<file path="src/rtl/osc_pkg.sv">
package osc_pkg;
	// Register indices; byte address is four times the index
	localparam logic [29:0] CTL_INDEX = 30'h0000_0F86;
	localparam logic [29:0] TRIM_INDEX = 30'h0000_0F87;
	localparam logic [29:0] STAT_INDEX = 30'h0000_0F88;
	localparam int REG_W = 8;
	localparam int SEL_W = 3;
	localparam int NUM_SRC = 5;
	localparam int ADDR_LSB = 2;
	// Control field positions
	localparam int BIT_IRC_EN = 7;
	localparam int BIT_XTL_EN = 6;
	localparam int BIT_WDO_EN = 5;
	localparam int BIT_PFD_EN = 4;
	localparam int BIT_WFD_EN = 3;
	localparam int SEL_HI = 2;
	localparam int SEL_LO = 0;
	// Status field positions
	localparam int STAT_PFAIL = 0;
	localparam int STAT_WFAIL = 1;
	localparam int STAT_SRC_LO = 2;
	localparam int STAT_SRC_HI = 4;
	localparam int STAT_BUSY = 5;
	// Reset value; crystal bit comes from the option strap
	localparam logic [7:0] CTL_RESET = 8'hA0;
	// Unlock keys
	localparam logic [7:0] KEY_FIRST = 8'hE7;
	localparam logic [7:0] KEY_SECOND = 8'h18;
	// Clock source codes
	localparam logic [2:0] SRC_IRC_FAST = 3'h0;
	localparam logic [2:0] SRC_IRC_SLOW = 3'h1;
	localparam logic [2:0] SRC_CRYSTAL = 3'h2;
	localparam logic [2:0] SRC_WDT_OSC = 3'h3;
	localparam logic [2:0] SRC_EXT_PIN = 3'h4;
	localparam logic [2:0] SRC_LAST = 3'h4;
	// Timing
	localparam int CORE_CLK_PERIOD_PS = 25000;
	localparam int PS_PER_US = 1000000;
	localparam int PRIMARY_FAIL_TIME_US = 1000;
	// Silence of 1 ms in core cycles, rounded up
	localparam int PRIMARY_FAIL_CYCLES = (PRIMARY_FAIL_TIME_US * PS_PER_US + CORE_CLK_PERIOD_PS - 1)
		/ CORE_CLK_PERIOD_PS;
	localparam int WDT_FAIL_SYSCLKS = 8004;
	// AHB codes
	localparam logic [1:0] HTRANS_NONSEQ = 2'h2;
	// Unlock sequence states, Gray along the path
	typedef enum logic [1:0] {
		LOCK_CLOSED = 2'h0,
		LOCK_HALF = 2'h1,
		LOCK_OPEN = 2'h3
	} osc_lock_t;
	// Clock switch states, Gray along the path
	typedef enum logic [1:0] {
		SW_RUN = 2'h0,
		SW_DRAIN = 2'h1,
		SW_ARM = 2'h3
	} osc_sw_t;
endpackage : osc_pkg

</file>
<file path="src/rtl/osc_clk_switch.sv">
`timescale 1ns/1ps
// Glitch-free source switch: old source released low, new taken low
module osc_clk_switch #(
	parameter int NSRC = 5,
	parameter int SW = 3
) (
	input wire logic core_clk,
	input wire logic rst,
	input wire logic [NSRC-1:0] src,
	input wire logic [SW-1:0] req_sel,
	output logic clk_out,
	output logic [SW-1:0] active_sel,
	output logic busy
);
	osc_pkg::osc_sw_t state;
	logic [SW-1:0] target;
	wire old_level = src[active_sel];
	wire new_level = src[target];

	generate
		if (NSRC > 2 ** SW) begin : g_bad
			$error("osc_clk_switch: select too narrow");
		end
	endgenerate

	// RQ17 no truncated pulses
	always_ff @(posedge core_clk) begin
		if (rst) begin
			state <= osc_pkg::SW_RUN;
			active_sel <= osc_pkg::SRC_IRC_FAST;
			target <= osc_pkg::SRC_IRC_FAST;
			clk_out <= 1'b0;
			busy <= 1'b0;
		end else begin
			case (state)
				osc_pkg::SW_RUN: begin
					clk_out <= old_level;
					busy <= (req_sel != active_sel);
					if (req_sel != active_sel) begin
						target <= req_sel;
						state <= osc_pkg::SW_DRAIN;
					end
				end
				osc_pkg::SW_DRAIN: begin
					// Wait for old low so its high phase is never cut
					clk_out <= old_level;
					if (!old_level) begin
						state <= osc_pkg::SW_ARM;
					end
				end
				osc_pkg::SW_ARM: begin
					clk_out <= 1'b0;
					// New source starts at a low phase, no runt high
					if (!new_level) begin
						active_sel <= target;
						busy <= 1'b0;
						state <= osc_pkg::SW_RUN;
					end
				end
				default: begin
					state <= osc_pkg::SW_RUN;
					clk_out <= 1'b0;
				end
			endcase
		end
	end
endmodule : osc_clk_switch

</file>
<file path="src/rtl/osc_control.sv">
// The AHB-Lite interface to the registers was decided locally.
`timescale 1ns/1ps
// Notes on behaviour
// RQ1 - Functional write accepted only after keys E7H then 18H.
// RQ2 - Register relocks after each functional write.
// RQ3 - Bit 7 enables internal RC oscillator, resets to one.
// RQ4 - Bit 6 enables crystal, overrides crystal pin GPIO use, resets zero; here it resets to !crystal_off_at_reset_option.
// RQ5 - Bit 5 enables watchdog oscillator, resets to one.
// RQ6 - Bit 4 enables primary failure detection and recovery, resets zero.
// RQ7 - Bit 3 enables watchdog oscillator failure detection, resets zero.
// RQ8 - Bits 2..0 select system clock source; 101..111 reserved.
// RQ9 - Software waits 1000 crystal cycles before selecting crystal.
// RQ10 - Option strap decides whether crystal runs during reset.
// RQ11 - Software stops crystal only after another source is selected.
// RQ12 - Crystal input passes to system clock undivided.
// RQ13 - Crystal drive mode taken from option bits, four modes.
// RQ14 - Internal RC trim is 8 bits, loaded from factory option.
// RQ15 - Software may override the trim value.
// RQ16 - Reserved select code keeps current clock source.
// RQ17 - Source switching produces no glitch or runt pulse.
// RQ18 - Other write orders ignored; keys need not be back to back.
// RQ19 - Primary failure flagged with event when sysclk below about 1kHz.
// RQ20 - Primary failure with recovery switches sysclk to watchdog oscillator.
// RQ21 - Watchdog failure after 8004 sysclks without watchdog edge, no switch.
module osc_control #(
	parameter int PRIMARY_FAIL_CYCLES = osc_pkg::PRIMARY_FAIL_CYCLES,
	parameter int WDT_FAIL_SYSCLKS = osc_pkg::WDT_FAIL_SYSCLKS
) (
	input wire logic core_clk,
	input wire logic rst,
	// AHB-Lite slave
	input wire logic hsel,
	input wire logic [31:0] haddr,
	input wire logic [1:0] htrans,
	input wire logic hwrite,
	input wire logic [2:0] hsize,
	input wire logic [31:0] hwdata,
	input wire logic hready,
	output logic hreadyout,
	output logic hresp,
	output logic [31:0] hrdata,
	// Oscillator sources, sampled as levels
	input wire logic irc_fast_clk,
	input wire logic irc_slow_clk,
	input wire logic crystal_in_pin,
	input wire logic wdt_osc_clk,
	input wire logic external_clock_pin,
	// Option bits
	input wire logic crystal_off_at_reset_option,
	input wire logic [1:0] crystal_mode_option,
	input wire logic [7:0] trim_option,
	// Oscillator controls
	output logic internal_rc_enable,
	output logic crystal_enable,
	output logic crystal_pins_override,
	output logic watchdog_osc_enable,
	output logic [1:0] crystal_drive_mode,
	output logic [7:0] irc_trim,
	output logic sysclk_out,
	output logic [2:0] sysclk_source,
	output logic primary_fail_event,
	output logic watchdog_fail_event
);
	localparam int PCW = $clog2(PRIMARY_FAIL_CYCLES + 1) + 1;
	localparam int WCW = $clog2(WDT_FAIL_SYSCLKS + 1) + 1;

	generate
		if (PRIMARY_FAIL_CYCLES < 2 || WDT_FAIL_SYSCLKS < 2) begin : g_bad
			$error("osc_control: failure limits too small");
		end
	endgenerate

	logic [7:0] oscillator_control;
	logic [7:0] trim_reg;
	logic primary_fail_flag;
	logic watchdog_fail_flag;
	osc_pkg::osc_lock_t lock_state;

	// Bus address phase capture
	logic dp_pending;
	logic dp_write;
	logic [29:0] dp_index;
	logic sysclk_q;
	logic wdt_q;
	logic switch_busy;
	logic pfail_pulse;
	logic wfail_pulse;

	wire addr_take = hsel && hready && htrans[1];
	wire wr_phase = dp_pending && dp_write;
	wire [7:0] wbyte = hwdata[7:0];
	wire hit_ctl = (dp_index == osc_pkg::CTL_INDEX);
	wire hit_trim = (dp_index == osc_pkg::TRIM_INDEX);
	wire hit_stat = (dp_index == osc_pkg::STAT_INDEX);
	wire wr_ctl = wr_phase && hit_ctl;
	wire wr_trim = wr_phase && hit_trim;
	wire wr_stat = wr_phase && hit_stat;

	// Unlock decode
	wire key_first = (wbyte == osc_pkg::KEY_FIRST);
	wire key_second = (wbyte == osc_pkg::KEY_SECOND);
	wire functional_wr = wr_ctl && (lock_state == osc_pkg::LOCK_OPEN);
	wire [2:0] wsel = wbyte[osc_pkg::SEL_HI:osc_pkg::SEL_LO];
	wire sel_reserved = (wsel > osc_pkg::SRC_LAST);

	// Lock sequence
	osc_pkg::osc_lock_t next_lock;
	always_comb begin
		next_lock = lock_state;
		if (wr_ctl) begin
			case (lock_state)
				// RQ1 first key
				osc_pkg::LOCK_CLOSED: begin
					next_lock = key_first ? osc_pkg::LOCK_HALF : osc_pkg::LOCK_CLOSED;
				end
				// RQ18 wrong value aborts the sequence
				osc_pkg::LOCK_HALF: begin
					if (key_second) begin
						next_lock = osc_pkg::LOCK_OPEN;
					end else if (key_first) begin
						next_lock = osc_pkg::LOCK_HALF;
					end else begin
						next_lock = osc_pkg::LOCK_CLOSED;
					end
				end
				// RQ2 relock after use
				osc_pkg::LOCK_OPEN: begin
					next_lock = osc_pkg::LOCK_CLOSED;
				end
				default: begin
					next_lock = osc_pkg::LOCK_CLOSED;
				end
			endcase
		end
	end

	// Failure events from the watchers
	wire sysclk_rise = sysclk_out && !sysclk_q;
	wire wdt_rise = wdt_osc_clk && !wdt_q;
	wire pfd_on = oscillator_control[osc_pkg::BIT_PFD_EN];
	wire wfd_on = oscillator_control[osc_pkg::BIT_WFD_EN];
	wire wdo_on = oscillator_control[osc_pkg::BIT_WDO_EN];
	// RQ20 recovery needs the watchdog oscillator running
	wire recover = pfail_pulse && wdo_on;

	// Next control value
	logic [7:0] next_ctl;
	always_comb begin
		next_ctl = oscillator_control;
		// RQ3 RQ4 RQ5 RQ6 RQ7 enable bits written together
		if (functional_wr) begin
			next_ctl[osc_pkg::BIT_IRC_EN:osc_pkg::BIT_WFD_EN] =
				wbyte[osc_pkg::BIT_IRC_EN:osc_pkg::BIT_WFD_EN];
			// RQ16 reserved code keeps the source
			if (!sel_reserved) begin
				next_ctl[osc_pkg::SEL_HI:osc_pkg::SEL_LO] = wsel;
			end
		end
		// RQ20 forced watchdog source wins over software
		if (recover) begin
			next_ctl[osc_pkg::SEL_HI:osc_pkg::SEL_LO] = osc_pkg::SRC_WDT_OSC;
		end
	end

	// RQ10 strap sets crystal state while in reset
	always_ff @(posedge core_clk) begin
		if (rst) begin
			oscillator_control <= osc_pkg::CTL_RESET;
			oscillator_control[osc_pkg::BIT_XTL_EN] <= !crystal_off_at_reset_option;
			lock_state <= osc_pkg::LOCK_CLOSED;
		end else begin
			oscillator_control <= next_ctl;
			lock_state <= next_lock;
		end
	end

	// RQ13 drive mode and RQ14 trim from option bits
	always_ff @(posedge core_clk) begin
		if (rst) begin
			crystal_drive_mode <= crystal_mode_option;
			trim_reg <= trim_option;
		end else if (wr_trim) begin
			// RQ15 software trim override
			trim_reg <= wbyte;
		end
	end

	// Write-one-to-clear strobes for the failure flags
	wire clr_pfail = wr_stat && wbyte[osc_pkg::STAT_PFAIL];
	wire clr_wfail = wr_stat && wbyte[osc_pkg::STAT_WFAIL];

	// Sticky flags: set wins over write-one-to-clear
	// A clear landing with a fresh failure must not hide that failure
	always_ff @(posedge core_clk) begin
		if (rst) begin
			primary_fail_flag <= 1'b0;
			watchdog_fail_flag <= 1'b0;
		end else begin
			primary_fail_flag <= pfail_pulse || (primary_fail_flag && !clr_pfail);
			watchdog_fail_flag <= wfail_pulse || (watchdog_fail_flag && !clr_wfail);
		end
	end

	// Edge history for the watchers
	always_ff @(posedge core_clk) begin
		if (rst) begin
			sysclk_q <= 1'b0;
			wdt_q <= 1'b0;
		end else begin
			sysclk_q <= sysclk_out;
			wdt_q <= wdt_osc_clk;
		end
	end

	// RQ19 sysclk silence measured in core cycles
	// Blind after a watchdog failure, as the reference is gone
	// A slow but healthy external clock can trip this; software must leave it off then
	osc_silence_watch #(
		.LIMIT(PRIMARY_FAIL_CYCLES),
		.CW(PCW)
	) u_primary_watch (
		.core_clk(core_clk),
		.rst(rst),
		.enable(pfd_on && !watchdog_fail_flag),
		.tick(1'b1),
		.activity(sysclk_rise),
		.fire(pfail_pulse)
	);

	// RQ21 sysclk edges counted without a watchdog edge
	// Detection time scales with the sysclk rate, slow sources detect slowly
	osc_silence_watch #(
		.LIMIT(WDT_FAIL_SYSCLKS),
		.CW(WCW)
	) u_wdt_watch (
		.core_clk(core_clk),
		.rst(rst),
		.enable(wfd_on && wdo_on),
		.tick(sysclk_rise),
		.activity(wdt_rise),
		.fire(wfail_pulse)
	);

	// RQ8 source order; RQ12 crystal input goes through undivided
	wire [osc_pkg::NUM_SRC-1:0] src_vec = {external_clock_pin, wdt_osc_clk, crystal_in_pin,
		irc_slow_clk, irc_fast_clk};

	// RQ17 switching through the glitch-free selector
	osc_clk_switch #(
		.NSRC(osc_pkg::NUM_SRC),
		.SW(osc_pkg::SEL_W)
	) u_switch (
		.core_clk(core_clk),
		.rst(rst),
		.src(src_vec),
		.req_sel(oscillator_control[osc_pkg::SEL_HI:osc_pkg::SEL_LO]),
		.clk_out(sysclk_out),
		.active_sel(sysclk_source),
		.busy(switch_busy)
	);

	// Status word built from the named field positions
	logic [7:0] stat_word;
	always_comb begin
		stat_word = 8'h00;
		stat_word[osc_pkg::STAT_PFAIL] = primary_fail_flag;
		stat_word[osc_pkg::STAT_WFAIL] = watchdog_fail_flag;
		stat_word[osc_pkg::STAT_SRC_HI:osc_pkg::STAT_SRC_LO] = sysclk_source;
		stat_word[osc_pkg::STAT_BUSY] = switch_busy;
	end

	// Read selection; unmapped reads return zero
	wire [31:0] rd_word = hit_ctl ? {24'h0, oscillator_control} :
		hit_trim ? {24'h0, trim_reg} :
		hit_stat ? {24'h0, stat_word} : 32'h0;

	// One wait state per transfer keeps read data from a flop
	// Costs a cycle per access, but no address decode reaches hrdata directly
	// A new address phase is never taken while a data phase is pending
	always_ff @(posedge core_clk) begin
		if (rst) begin
			dp_pending <= 1'b0;
			dp_write <= 1'b0;
			dp_index <= '0;
			hreadyout <= 1'b1;
			hrdata <= 32'h0;
		end else if (dp_pending) begin
			dp_pending <= 1'b0;
			hreadyout <= 1'b1;
			hrdata <= dp_write ? 32'h0 : rd_word;
		end else if (addr_take) begin
			dp_pending <= 1'b1;
			dp_write <= hwrite;
			dp_index <= haddr[31:osc_pkg::ADDR_LSB];
			hreadyout <= 1'b0;
		end
	end

	// Responses are always OKAY
	always_ff @(posedge core_clk) begin
		hresp <= 1'b0;
	end

	// Event pulses, one cycle, registered
	always_ff @(posedge core_clk) begin
		if (rst) begin
			primary_fail_event <= 1'b0;
			watchdog_fail_event <= 1'b0;
			irc_trim <= 8'h00;
		end else begin
			primary_fail_event <= pfail_pulse;
			watchdog_fail_event <= wfail_pulse;
			irc_trim <= trim_reg;
		end
	end

	// RQ3 RQ4 RQ5 enables straight from register bits
	assign internal_rc_enable = oscillator_control[osc_pkg::BIT_IRC_EN];
	assign crystal_enable = oscillator_control[osc_pkg::BIT_XTL_EN];
	assign crystal_pins_override = oscillator_control[osc_pkg::BIT_XTL_EN];
	assign watchdog_osc_enable = oscillator_control[osc_pkg::BIT_WDO_EN];
endmodule : osc_control

</file>
<file path="src/rtl/osc_silence_watch.sv">
`timescale 1ns/1ps
// Counts ticks with no activity; one pulse when the limit is reached
module osc_silence_watch #(
	parameter int LIMIT = 8004,
	parameter int CW = 32
) (
	input wire logic core_clk,
	input wire logic rst,
	input wire logic enable,
	input wire logic tick,
	input wire logic activity,
	output logic fire
);
	logic [CW-1:0] count;
	logic tripped;
	wire at_limit = (count == CW'(LIMIT - 1));

	generate
		if (LIMIT < 2 || LIMIT >= 2 ** (CW - 1)) begin : g_bad
			$error("osc_silence_watch: LIMIT does not fit");
		end
	endgenerate

	// Restart on activity; fire once per silent stretch
	always_ff @(posedge core_clk) begin
		if (rst || !enable || activity) begin
			count <= '0;
			tripped <= 1'b0;
			fire <= 1'b0;
		end else begin
			fire <= tick && at_limit && !tripped;
			if (tick && !tripped) begin
				count <= at_limit ? '0 : count + CW'(1);
				tripped <= at_limit;
			end
		end
	end
endmodule : osc_silence_watch

</file>
<file path="config.mk">
export PLATFORM = sky130hd
export DESIGN_NAME = osc_control
export DESIGN_NICKNAME = d
export VERILOG_FILES = /design/src/rtl/osc_pkg.sv /design/src/rtl/osc_clk_switch.sv /design/src/rtl/osc_control.sv /design/src/rtl/osc_silence_watch.sv
export SDC_FILE = /design/constraint.sdc
export NUM_CORES = 1
export LEC_CHECK = 0
export ABC_AREA = 1
export BUFFER_PORTS_ARGS = -buffer_cell sky130_fd_sc_hd__buf_2
export CAP_MARGIN = 20
export CORE_MARGIN = 10
export CORE_UTILIZATION = 31
export CTS_BUF_LIST = sky130_fd_sc_hd__clkbuf_16
export CTS_CLUSTER_SIZE = 14
export DETAILED_ROUTE_END_ITERATION = 16
export PLACE_DENSITY = 0.64
export REMOVE_ABC_BUFFERS = 1
export SLEW_MARGIN = 30
export SYNTH_ARGS = -nofsm -noshare
export SYNTH_HDL_FRONTEND = slang
export SYNTH_SLANG_ARGS = --single-unit
</file>
<file path="constraint.sdc">
create_clock -name core_clk -period 2.4 [get_ports core_clk]
set_input_delay 0.12 -clock core_clk [delete_from_list [all_inputs] [get_ports core_clk]]
set_output_delay 0.12 -clock core_clk [all_outputs]
set_load 0.05 [all_outputs]
</file>
== Word-level counts from Yosys, hierarchy flattened ==
Index checks and enable logic that the tools add are counted.

* Add/sub/neg operators: 2
* Bitwise logic cells: 4
* $lt $le $gt $ge: 3
* Equal/unequal tests: 16
* Reduce and logical (&&, ||, !) cells: 53
* Mux-type cells: 27

{| class="wikitable"
|+ Operator list
! cell !! count
|-
| $eq A30 B12 Y1 const B || 3
|-
| $mux W8 || 5
|-
| $logic_and A1 B1 Y1 || 20
|-
| $add A17 B1 Y17 const B || 1
|-
| $eq A17 B16 Y1 const B || 1
|-
| $mux W17 || 1
|-
| $add A14 B1 Y14 const B || 1
|-
| $eq A14 B13 Y1 const B || 1
|-
| $mux W14 || 1
|-
| $mux W7 || 2
|-
| $reduce_and A2 Y1 || 6
|-
| $logic_not A1 Y1 || 10
|-
| $eq A8 B5 Y1 const B || 1
|-
| $eq A8 B8 Y1 const B || 1
|-
| $lt A3 B4 Y1 const B || 2
|-
| $mux W2 || 4
|-
| $reduce_bool A2 Y1 || 4
|-
| $reduce_or A2 Y1 || 4
|-
| $bmux W1 S3 || 2
|-
| $logic_or A1 B1 Y1 || 6
|-
| $mux W1 || 6
|-
| $mux W3 || 2
|-
| $mux W6 || 1
|-
| $pmux W2 S3 || 1
|-
| 11 further kinds || 19
|}

* Output and inout port bits: 54
* Bits of input ports: 90
* Logic and storage cells: 135
* Register bits: 144

== Logic depth before layout (Yosys ltp) ==
Gate-level depths: netlist of run 1.

* Depth after elaboration: 6
* Depth in mapped cells: 12

== Modules after synthesis ==
A second synthesis of run 1 with hierarchy kept.

* Cell total of the unflattened synthesis: 783
* Area, all modules: 5798.1 µm²

{| class="wikitable"
|+ By module, submodules not included
! module !! times used !! sequential area each (µm²) !! cells an instance !! area each (µm²)
|-
| osc_control || 1 || 1611.5 || 429 || 3250.6
|-
| osc_silence_watch at u_primary_watch || 1 || 380.4 || 146 || 1053.5
|-
| osc_silence_watch at u_wdt_watch || 1 || 320.3 || 121 || 892.1
|-
| osc_clk_switch || 1 || 200.2 || 87 || 601.8
|}

== Least setup slack after synthesis of run 1 ==
No wires, ideal clock.

* Path kind: register to register
* Start: reg dp_index[7]
* End: reg trim_reg[0], enable pin
* Cell stages (with the launch flop): 7
* Path buffers: 0
* Data arrival time: 1.568 ns
* Required time: 2.016 ns
* Slack: 0.448 ns
* Path through: dfxtp_1 > inv_1 > nor2_1 > nand2_1 > nor4_4 > nand3_1 > o21ai_0

* Longest elaborated chain between the ends: 3

{| class="wikitable"
|+ RTL lines
! what !! line !! RTL
|-
| start, declared || osc_control.sv:82 || <nowiki>logic [29:0] dp_index;</nowiki>
|-
| start signal, assigned || osc_control.sv:294 || <nowiki>dp_index <= haddr[31:osc_pkg::ADDR_LSB];</nowiki>
|-
| $eq A30 B12 Y1 || osc_control.sv:93 || <nowiki>wire hit_trim = (dp_index == osc_pkg::TRIM_INDEX);</nowiki>
|-
| $logic_and A1 B1 Y1 || osc_control.sv:96 || <nowiki>wire wr_trim = wr_phase && hit_trim;</nowiki>
|-
| $reduce_bool A2 Y1 (no line) || - ||
|-
| end signal, assigned || osc_control.sv:181 || <nowiki>trim_reg <= trim_option;</nowiki>
|-
| end signal, assigned || osc_control.sv:184 || <nowiki>trim_reg <= wbyte;</nowiki>
|-
| end, declared || osc_control.sv:74 || <nowiki>logic [7:0] trim_reg;</nowiki>
|}

No other way between the ends.
A chain may end at the register's enable or synchronous reset.

== Worst setup path in the final report of run 1 ==
* Start: reg dp_index[16]
* End: reg trim_reg[5], enable pin

Same word-level chain as after synthesis.

==> flow_metrics.py, run 1 <==
metrics = {
    "timing": {
        "rsz0062_at_grt": "no",
        "finalMaxSlewViolations": 0,
        "timing.hold.ws_ps": 4.98,
        "finalClockSkew_ps": 9.25,
        "slew_headroom_pct": 52.0,
        "hold_viol_final": 0,
        "min_period_over_period_pct": 78.2,
        "fin_crit_ps": 1880,
        "worst_pin_slew_ps": 716,
        "setup_tns_ps": 0,
        "finalSetupViolCount": 0,
        "fmax_mhz": 533,
    },
    "detailed_routing": {
        "postRouteAntennaNets": 0,
        "wl_met2_mm": 6.89,
        "dr_wl_met3_um": 644,
        "vias_per_cell": 4.49,
        "routedWlPerCell_um": 12.8,
        "wl_met1_mm": 6.17,
        "routed_wl_mm": 14.1,
        "drtIter0Drc": 287,
        "highest_layer": "met4",
        "first_pass_iters": 5,
        "drc": 0,
        "vias": 4963,
    },
    "flow_run": {
        "cap_violations": 0,
    },
    "clocking": {
        "h-tree-depth": 4,
        "clock_path_buffers": 2,
        "post_cts_hold_buffer_count": 32,
        "cts_setup_buffers": 0,
        "cts_tree": "yes",
        "clockRootBuffer": "clkbuf_16",
        "insertion_delay_ps": 410,
        "clock-sinks": 120,
        "clk_pin_slew_ps": 50,
        "post_cts_resized": 0,
        "cts_made_buffers": 17,
    },
    "finish": {
        "seq_area_um2": 2510,
        "multi_input_area_um2": 2480,
        "regMostFlops": "dp_index",
        "largestRegisters": "dp_index x30, u_primary_watch.count x17, u_wdt_watch.count x14",
        "drive_above_1_share_pct": 17.3,
        "fin_nets": 959,
        "layout_common_cells": "136 x nor2_1, 121 x nand2_1, 109 x dfxtp_1, 88 x buf_2, 81 x inv_1",
        "nFillCells": 1763,
        "stdcell_count": 1105,
        "final_common_cell": "nor2_1",
        "final_core_util_pct": 40.6,
        "largest_reg_flops": 30,
        "synthToLayoutAreaGrowth_pct": 27.9,
    },
    "floorplanning": {
        "core_area_um2": 17300,
        "start_util_pct": 31.7,
        "io_pins": 144,
        "die_h_um": 153,
        "rows": 48,
        "die_w_um": 153,
        "die_area_um2": 23400,
    },
    "run_status": {
        "status": "finished clean",
    },
    "synthesis": {
        "yosysSeqAreaShare_pct": 45.8,
        "synth_ff_type": "dfxtp_1",
        "synth_area_um2": 5480,
        "synth-edff-count": 11,
        "synthDistinctLibCells": 46,
        "ys_seq_elements": 120,
        "synthCells": 736,
        "synthArstFlopShare_pct": 0,
        "ys.warnings.count": 0,
        "synth.avg_cell_area_um2": 7.45,
    },
    "global_routing": {
        "grt_pass1_vias": 4810,
        "grt_first_pass_wirelength_mm": 23.3,
        "track_usage_pct": 12.0,
        "grt_overflow": 0,
        "antenna_found_initial": 3,
        "grt_max_degree": 38,
    },
    "worst_setup_path": {
        "crit_path_start_kind": "register",
        "cp-end-kind": "register",
        "crit_fanout": 6,
        "crit_type": "register to register",
        "arrival_ps": 1990,
        "critPathRequiredTime_ps": 2520,
        "ff2ff_setup_slack_ps": 520,
    },
    "placed_design": {
        "dp_hpwl_mm": 10.3,
        "gp_congestion": 0.830,
        "port_buffers": 88,
        "dp_cells": 1038,
    },
    "worst_hold_path": {
        "hold_path.class": "input pin to register",
    },
    "pwr": {
        "pwr-share-clk_pct": 47.9,
        "p_leak_nw": 3.07,
        "p_sw_share_pct": 25.1,
        "power_density_nw_per_um2": 764,
        "internal_power_mw": 4.01,
        "peakVddDrop_mv": 0.392,
        "seqPwrFrac_pct": 40.3,
        "p_comb_share_pct": 11.8,
        "power_switching_mw": 1.35,
    },
}
layout make-up:
type,instances,share of cell area [%]
timing repair buffer,127,11.6
antenna,3,0.107
multi-input combinational,511,35.3
clock buffer,17,6.06
clock inverter,15,2.43
tap,225,4.01
inverter,87,4.66
sequential,120,35.8
metal layers:
layer  vias to the layer above  global-route usage [%]
met1                      2244                    13.8
met4                         0                    5.68
met3                        29                    3.62
li1                       2582                       -
met5                         -                       0
met2                       108                    20.0
path summary, 6_finish.rpt:
kind	cells past startpoint	end	startpoint
worst max-delay path	7	trim_reg[5]	dp_index[16]
worst min-delay path	3	dp_index[9]	haddr[11]
worst max register to register	7	trim_reg[5]	dp_index[16]
worst min register to register	2	watchdog_fail_event	u_wdt_watch.fire
cell usage after synthesis (2+ instances only):
master    number  area share, %
nand2_2        5           0.57
buf_1          2           0.14
nand4_1       14            1.6
nand3_1       40            3.7
nor2_2         6           0.68
ha_1           5            1.1
buf_2          2           0.18
xor2_1         7            1.1
nor3b_1        3           0.41
nor3_1        15            1.4
xnor2_1        4           0.64
o21a_1         2           0.27
buf_4         26            3.6
o22ai_1        2           0.23
inv_1         78            5.3
clkinv_1       3           0.21
inv_2          6           0.41
or2_2          2           0.23
nor2_1       136            9.3
a22oi_1        2           0.27
nand2_1      121            8.3
a21oi_1       32            2.9
and3_1         2           0.23
nor2_4         4           0.82
dfxtp_1      109             40
o21ai_0       59            5.4
nor4_1         3           0.34
edfxtp_1      11            6.0
o211ai_1       7           0.96
clkbuf_1      12           0.82
power by group through the flow:
stage / combinational [mW] / clock (mW) / sequential (mW)
3_5_place_dp: 0.590 / 0 / 2.20
4_1_cts: 0.634 / 2.61 / 2.16
3_3_place_gp: 0.587 / 0 / 2.20
6_report: 0.633 / 2.57 / 2.16
2_1_floorplan: 0.355 / 0 / 2.27
5_1_grt: 0.705 / 2.72 / 2.17
through the flow:
step           total power [mW]  instance area [um^2]  setup slack, ps
6_report                   5.36                  7010              522
5_1_grt                    5.59                  7010              314
4_1_cts                    5.40                  7010              527
3_5_place_dp               2.79                  6090              531
3_3_place_gp               2.78                  6090              548
2_1_floorplan              2.62                  5320              448
worst max-delay path, stage by stage (launching register included):
cell,delay (ps)
dfxtp_1,310
or2_4,250
nor2_4,130
nand2_4,100
inv_1,70
nand3_1,90
o21ai_0,380
buf_4,240
cells by family after synthesis:
group	count (synthesis)	share of synthesized area, %
adder cells (fa/ha/maj)	5	1.14
AND/OR/NAND/NOR	360	29.7
buffers and inverters	129	10.7
other	1	0.0684
XOR/XNOR	11	1.76
flip-flops	120	45.8
AO/OA/AOI/OAI	110	10.9
No activity file was read; power rests on OpenSTA's default activity.
==> inputs of run 2 (changes only) <==
--- a/config.mk
+++ b/config.mk
@@ -5,7 +5,7 @@
 export SDC_FILE = /design/constraint.sdc
 export NUM_CORES = 1
 export LEC_CHECK = 0
-export ABC_AREA = 1
+export ABC_AREA = 0
 export BUFFER_PORTS_ARGS = -buffer_cell sky130_fd_sc_hd__buf_2
 export CAP_MARGIN = 20
 export CORE_MARGIN = 10
@@ -13,7 +13,7 @@
 export CTS_BUF_LIST = sky130_fd_sc_hd__clkbuf_16
 export CTS_CLUSTER_SIZE = 14
 export DETAILED_ROUTE_END_ITERATION = 16
-export PLACE_DENSITY = 0.64
+export PLACE_DENSITY = 0.66
 export REMOVE_ABC_BUFFERS = 1
 export SLEW_MARGIN = 30
 export SYNTH_ARGS = -nofsm -noshare
==> constraint.sdc (replaced) <==
create_clock -name core_clk -period 1.6 [get_ports core_clk]
set_input_delay 0.08 -clock core_clk [delete_from_list [all_inputs] [get_ports core_clk]]
set_output_delay 0.08 -clock core_clk [all_outputs]
set_load 0.05 [all_outputs]
==> run 2 against run 1 <==
  * The flow now finishes with violations (setup timing)
  * Clock skew decreased by 3.4 ps
  * Design area increased by 7.7%
  * Area after synthesis decreased by 4.9%
  * Combinational power increased by 41%
  * Wire length increased by 4.2%
  * Final cell count decreased by 7.3%
  * Synthesized cell count decreased by 20%
  * Worst setup slack got worse by 1000 ps
  * Count of clock-buffer cells in the layout increased by 1
  * Flip-flop and latch count unchanged
  * Core utilization increased by 5.2 points
==> flow_metrics.py, run 2 <==
metrics = {
    "floorplanning": {
        "start_util_pct": 31.6,
        "die_h_um": 150,
        "die_w_um": 150,
        "rows": 47,
        "io_pins": 144,
        "core_area_um2": 16500,
        "die_area_um2": 22400,
    },
    "clocking": {
        "h-tree-depth": 4,
        "cts_setup_buffers": 0,
        "cts_made_buffers": 17,
        "clock_path_buffers": 2,
        "clk_pin_slew_ps": 50,
        "clock-sinks": 120,
        "insertion_delay_ps": 410,
        "cts_tree": "yes",
        "clockRootBuffer": "clkbuf_16",
    },
    "finish": {
        "stdcell_count": 1024,
        "largest_reg_flops": 30,
        "regMostFlops": "dp_index",
        "final_core_util_pct": 45.7,
        "fin_nets": 886,
        "layout_common_cells": "105 x nand2_1, 100 x dfxtp_1, 88 x buf_2, 66 x buf_4, 55 x nor2_1",
        "largestRegisters": "dp_index x30, u_primary_watch.count x17, u_wdt_watch.count x14",
        "drive_above_1_share_pct": 29.0,
        "synthToLayoutAreaGrowth_pct": 44.8,
        "antennaDiodeCount": 0,
        "final_common_cell": "nand2_1",
    },
    "timing": {
        "finalMaxSlewViolations": 0,
        "hold_viol_final": 0,
        "rsz0062_at_grt": "yes",
        "fmax_mhz": 481,
        "finalSetupViolCount": 29,
        "finalWorstSetupSlack_ps": -478,
        "finalClockSkew_ps": 5.90,
        "fin_crit_ps": 2080,
        "min_period_over_period_pct": 130,
        "slew_headroom_pct": 64.5,
        "worst_pin_slew_ps": 531,
    },
    "synthesis": {
        "synthDistinctLibCells": 52,
        "synth_ff_type": "dfxtp_1",
        "synth_top_family_by_area": "simple AND/OR/NAND/NOR gates",
        "synthAdderAreaFrac_pct": 1.20,
        "synth_common_cells": "109 x dfxtp_1, 105 x nand2_1, 57 x nor2_1",
        "yosysMostFrequentCell": "dfxtp_1",
        "synth_compound_area_share_pct": 8.83,
        "synth.avg_cell_area_um2": 8.88,
        "synth-simple-area-share_pct": 25.7,
        "synthMuxAreaShare_pct": 4.58,
        "synth-edff-count": 11,
        "synth_top_area_share_pct": 41.8,
        "ys.warnings.count": 0,
        "yosysSeqAreaShare_pct": 48.2,
        "synth_area_leaders": "dfxtp_1 42%, nand2_1 7.6%, edfxtp_1 6.3%, nor2_1 4.1%, buf_4 3.7%",
        "synth_area_um2": 5220,
        "ys_seq_elements": 120,
        "yosysTopAreaCell": "dfxtp_1",
        "synthCells": 587,
        "synthArstFlopShare_pct": 0,
        "synth-xor-area-share_pct": 5.37,
    },
    "flow_run": {
        "cap_violations": 0,
    },
    "worst_setup_path": {
        "crit_fanout": 5,
        "critPathRequiredTime_ps": 1730,
        "cp-end-kind": "register",
        "r2r_start": "dp_index[5]",
        "cp_slowest_cell": "or4b_4",
        "slowest_delay_ps": 530,
        "r2r_end": "oscillator_control[6]",
        "crit_type": "register to register",
        "crit_path_start_kind": "register",
        "crit_chain": "or4b_4 -> or4_4 -> nor4_4 -> buf_6 -> or2_2",
        "ff2ff_setup_slack_ps": -480,
        "r2r_cells": 5,
        "arrival_ps": 2210,
        "path_delay_family": "simple AND/OR/NAND/NOR gates",
        "startpoint": "dp_index[5]",
        "path_buf_inv": 1,
    },
    "detailed_routing": {
        "wl_met2_mm": 7.30,
        "highest_layer": "met5",
        "dr_wl_met3_um": 861,
        "first_pass_iters": 4,
        "drc": 0,
        "postRouteAntennaNets": 0,
        "routed_wl_mm": 14.7,
        "drtIter0Drc": 201,
        "routedWlPerCell_um": 14.4,
        "wl_met1_mm": 6.14,
        "vias": 4681,
        "vias_per_cell": 4.57,
    },
    "worst_hold_path": {
        "hold_start": "hwdata[0]",
        "hold_path.class": "input pin to register",
        "whs_path_depth": 3,
        "whs_endpoint": "oscillator_control[0]",
    },
    "global_routing": {
        "grt_pass1_vias": 4822,
        "grt_max_degree": 33,
        "grt_overflow": 0,
        "grt_first_pass_wirelength_mm": 23.3,
        "track_usage_pct": 13.0,
        "antenna_found_initial": 2,
    },
    "pwr": {
        "power_density_nw_per_um2": 996,
        "p_leak_nw": 3.07,
        "peakVddDrop_mv": 0.767,
    },
    "placed_design": {
        "dp_worst_setup_slack_ps": -643,
        "dp_hpwl_mm": 10.6,
        "dp_cells": 944,
        "gp_congestion": 0.826,
        "port_buffers": 88,
    },
    "run_status": {
        "violations": "setup timing",
        "status": "finished with violations",
    },
}
## run 2: changes by cell type in the layout (fill, tap and decap cells not counted), sizes merged, moves of 22 or more
cell	delta
buf	+67
nand3	-25
o21ai	-45
nor2	-90
inv	-69
nand2	-22
## run 2: metal layers
layer / vias up / global-route usage (%)
li1: 2375 / -
met1: 2156 / 14.5
met2: 110 / 22.2
met3: 36 / 4.17
met4: 4 / 5.98
met5: - / 0
## run 2: final cells by class
type | count | area [um^2]
Fill cell | 1554 | 8970
Clock inverter | 14 | 90.1
Sequential cell | 120 | 2520
Clock buffer | 18 | 450
Inverter | 11 | 41.3
Timing Repair Buffer | 208 | 1510
Tap cell | 220 | 275
Multi-Input combinational cell | 433 | 2660
## run 2: timing repair
| item | CTS | global route |
|---|---|---|
| setup endpoints to repair | 35 | 55 |
| hold endpoints to repair | 46 | 0 |
| gates resized for setup | 18 | 36 |
| pin swaps | 5 | 9 |
| hold buffers | 46 | 0 |
| gates cloned | 1 | 1 |
## run 2: how the worst max path moves through the flow
stage	depth (start not counted)	end
2_1_floorplan	4	oscillator_control[6]
3_3_place_gp	5	oscillator_control[6]
3_5_place_dp	6	oscillator_control[7]
4_1_cts	6	oscillator_control[7]
5_1_grt	6	oscillator_control[7]
6_report	5	oscillator_control[6]
## run 2: power breakdown
part           internal, mW  switching, mW
Combinational         0.357          0.533
Clock                  2.17           1.30
Sequential             3.12         0.0432
Total                  5.65           1.87
## run 2: logic make-up (layout without fill, tap and decap cells)
logic type	count (synthesis)	in the layout
AO/OA/AOI/OAI	76	76
other	1	25
buffers and inverters	58	251
flip-flops	120	120
AND/OR/NAND/NOR	272	272
multiplexers	23	23
adder cells (fa/ha/maj)	5	5
XOR/XNOR	32	32
## run 2: tightest hold or removal path, delay by kind of cell
family	cells	cell delay (ps)
simple gates	1	90
buf+inv	1	130
compound gates	1	90
## run 2: per-stage QoR
step	hold WS [ps]	area [um^2]	setup TNS [ps]	power, mW
6_report	36.5	7550	-8610	7.52
5_1_grt	30.2	7550	-12290	7.82
4_1_cts	15.6	7400	-9010	7.55
3_5_place_dp	261	6320	-11670	3.97
3_3_place_gp	257	6320	-11290	3.96
2_1_floorplan	149	5030	-21490	3.65
==> inputs of run 3 (changes only) <==
--- a/config.mk
+++ b/config.mk
@@ -13,7 +13,7 @@
 export CTS_BUF_LIST = sky130_fd_sc_hd__clkbuf_16
 export CTS_CLUSTER_SIZE = 14
 export DETAILED_ROUTE_END_ITERATION = 16
-export PLACE_DENSITY = 0.66
+export PLACE_DENSITY_LB_ADDON = 0.08
 export REMOVE_ABC_BUFFERS = 1
 export SLEW_MARGIN = 30
 export SYNTH_ARGS = -nofsm -noshare
==> run 3 against run 2 <==
  * The run still ends with setup timing left
  * Clock power grew 8.1%
  * Fmax rose by 1.8%
  * Flip-flop and latch count stayed put
  * Design area is 4.5% higher
  * Global-route usage grew 0.74 points
  * Critical path depth grew 1
  * Highest routed layer is now met4
  * Wire length up 5.9%
  * Count of clock-buffer cells in the layout grew 1
  * Power grew 4.1%
  * First-iteration DRC count grew 11%
  * Die area stayed put
  * Critical path type unchanged
==> flow_metrics.py, run 3 (synthesis results as in run 2) <==
metrics = {
    "run_status": {
        "status": "finished with violations",
        "violations": "setup timing",
    },
    "pwr": {
        "power_density_nw_per_um2": 992,
        "internal_power_mw": 5.92,
        "pwr-share-clk_pct": 47.8,
        "p_leak_nw": 3.16,
        "peakVddDrop_mv": 0.785,
        "seqPwrFrac_pct": 40.5,
        "power_switching_mw": 1.91,
        "p_comb_share_pct": 11.7,
        "p_sw_share_pct": 24.4,
    },
    "worst_setup_path": {
        "cp-end-kind": "register",
        "critPathRequiredTime_ps": 1890,
        "arrival_ps": 2330,
        "crit_path_start_kind": "register",
        "crit_type": "register to register",
        "crit_fanout": 8,
    },
    "clocking": {
        "cts_tree": "yes",
        "clockRootBuffer": "clkbuf_16",
        "cts_made_buffers": 17,
        "clock-sinks": 120,
        "h-tree-depth": 4,
        "insertion_delay_ps": 420,
        "clock_path_buffers": 2,
        "clk_pin_slew_ps": 50,
    },
    "floorplanning": {
        "die_h_um": 150,
        "rows": 47,
        "start_util_pct": 31.6,
        "io_pins": 144,
        "die_area_um2": 22400,
        "die_w_um": 150,
        "core_area_um2": 16500,
    },
    "finish": {
        "final_core_util_pct": 47.8,
        "final_common_cell": "nand2_1",
        "drive_above_1_share_pct": 34.1,
        "final_area_um2": 7890,
        "antennaDiodeCount": 0,
        "largestRegisters": "dp_index x30, u_primary_watch.count x17, u_wdt_watch.count x14",
        "fin_nets": 889,
        "regMostFlops": "dp_index",
        "synthToLayoutAreaGrowth_pct": 51.3,
        "largest_reg_flops": 30,
        "layout_common_cells": "104 x nand2_1, 93 x dfxtp_1, 88 x buf_2, 61 x buf_4, 47 x dlygate4sd3_1",
    },
    "placed_design": {
        "port_buffers": 88,
        "dp_hpwl_mm": 11.2,
        "gp_congestion": 0.770,
        "place_area_um2": 6310,
    },
    "timing": {
        "min_period_over_period_pct": 128,
        "rsz0062_at_grt": "yes",
        "setup_tns_ps": -11220,
        "finalMaxSlewViolations": 0,
        "timing.hold.ws_ps": 25.9,
        "finalWorstSetupSlack_ps": -440,
        "finalSetupViolCount": 43,
        "fin_crit_ps": 2040,
        "worst_pin_slew_ps": 689,
        "hold_viol_final": 0,
        "slew_headroom_pct": 53.9,
        "fmax_mhz": 490,
        "finalClockSkew_ps": 8.46,
    },
    "global_routing": {
        "grt_max_degree": 36,
        "antenna_found_initial": 0,
        "grt_overflow": 0,
        "grt_pass1_vias": 4906,
        "track_usage_pct": 13.7,
        "grt_first_pass_wirelength_mm": 24.6,
    },
    "detailed_routing": {
        "vias_per_cell": 4.59,
        "drtIter0Drc": 224,
        "routedWlPerCell_um": 15.2,
        "routed_wl_mm": 15.6,
        "first_pass_iters": 4,
        "drc": 0,
        "vias": 4713,
        "postRouteAntennaNets": 0,
    },
    "flow_run": {
        "cap_violations": 0,
    },
    "worst_hold_path": {
        "hold_path.class": "input pin to register",
    },
}
## run 3: cell type report
class	instances	area [um^2]
clock buffer	19	475
clock inverter	12	105
fill	1562	8630
inverter	11	41.3
multi-input combinational	433	2880
sequential	120	2530
tap	220	275
timing repair buffer	211	1580
## run 3: critical path: stages, from the launching register on
cell	delay, ps
dfxtp_2	310
or4b_4	560
or4_4	440
nor4_4	180
buf_6	190
mux2i_1	180
nor2_1	50
## run 3: repair_timing
action / in CTS / in global routing
resized for setup: 36 / 89
pin swaps: 15 / 39
hold endpoints to repair: 47 / 0
setup buffers: 3 / 4
hold buffers: 47 / 0
endpoints found under the setup margin: 48 / 62
gates cloned: 1 / 1
## run 3: path summary, 6_finish.rpt
check	end	slack (ps)	depth (start not counted)	startpoint
max	oscillator_control[3]	-440	6	dp_index[6]
min	oscillator_control[1]	30	3	hwdata[1]
max reg2reg	oscillator_control[3]	-440	6	dp_index[6]
min reg2reg	hrdata[0]	440	2	hrdata[0]
## run 3: power groups by stage
stage	Combinational, mW	Sequential, mW	Clock (mW)
after floorplan	0.344	3.30	0
after global placement	0.747	3.21	0
after detailed placement	0.749	3.22	0
after CTS	0.849	3.16	3.82
after global routing	0.988	3.17	3.94
final	0.915	3.17	3.75
## run 3: routing by layer
layer | up-vias | part of all wire [%] | GRT usage [%]
met5 | - | 0 | 0
met3 | 18 | 5.1 | 3.71
li1 | 2381 | - | -
met2 | 115 | 49 | 22.9
met1 | 2199 | 44 | 16.5
met4 | 0 | 1.8 | 5.49
## run 3: stage by stage
step | setup WS (ps) | power (mW) | std cells
2_1_floorplan | -736 | 3.65 | 564
3_3_place_gp | -646 | 3.96 | 941
3_5_place_dp | -659 | 3.97 | 941
4_1_cts | -437 | 7.83 | 1023
5_1_grt | -526 | 8.10 | 1026
6_report | -440 | 7.83 | 1026
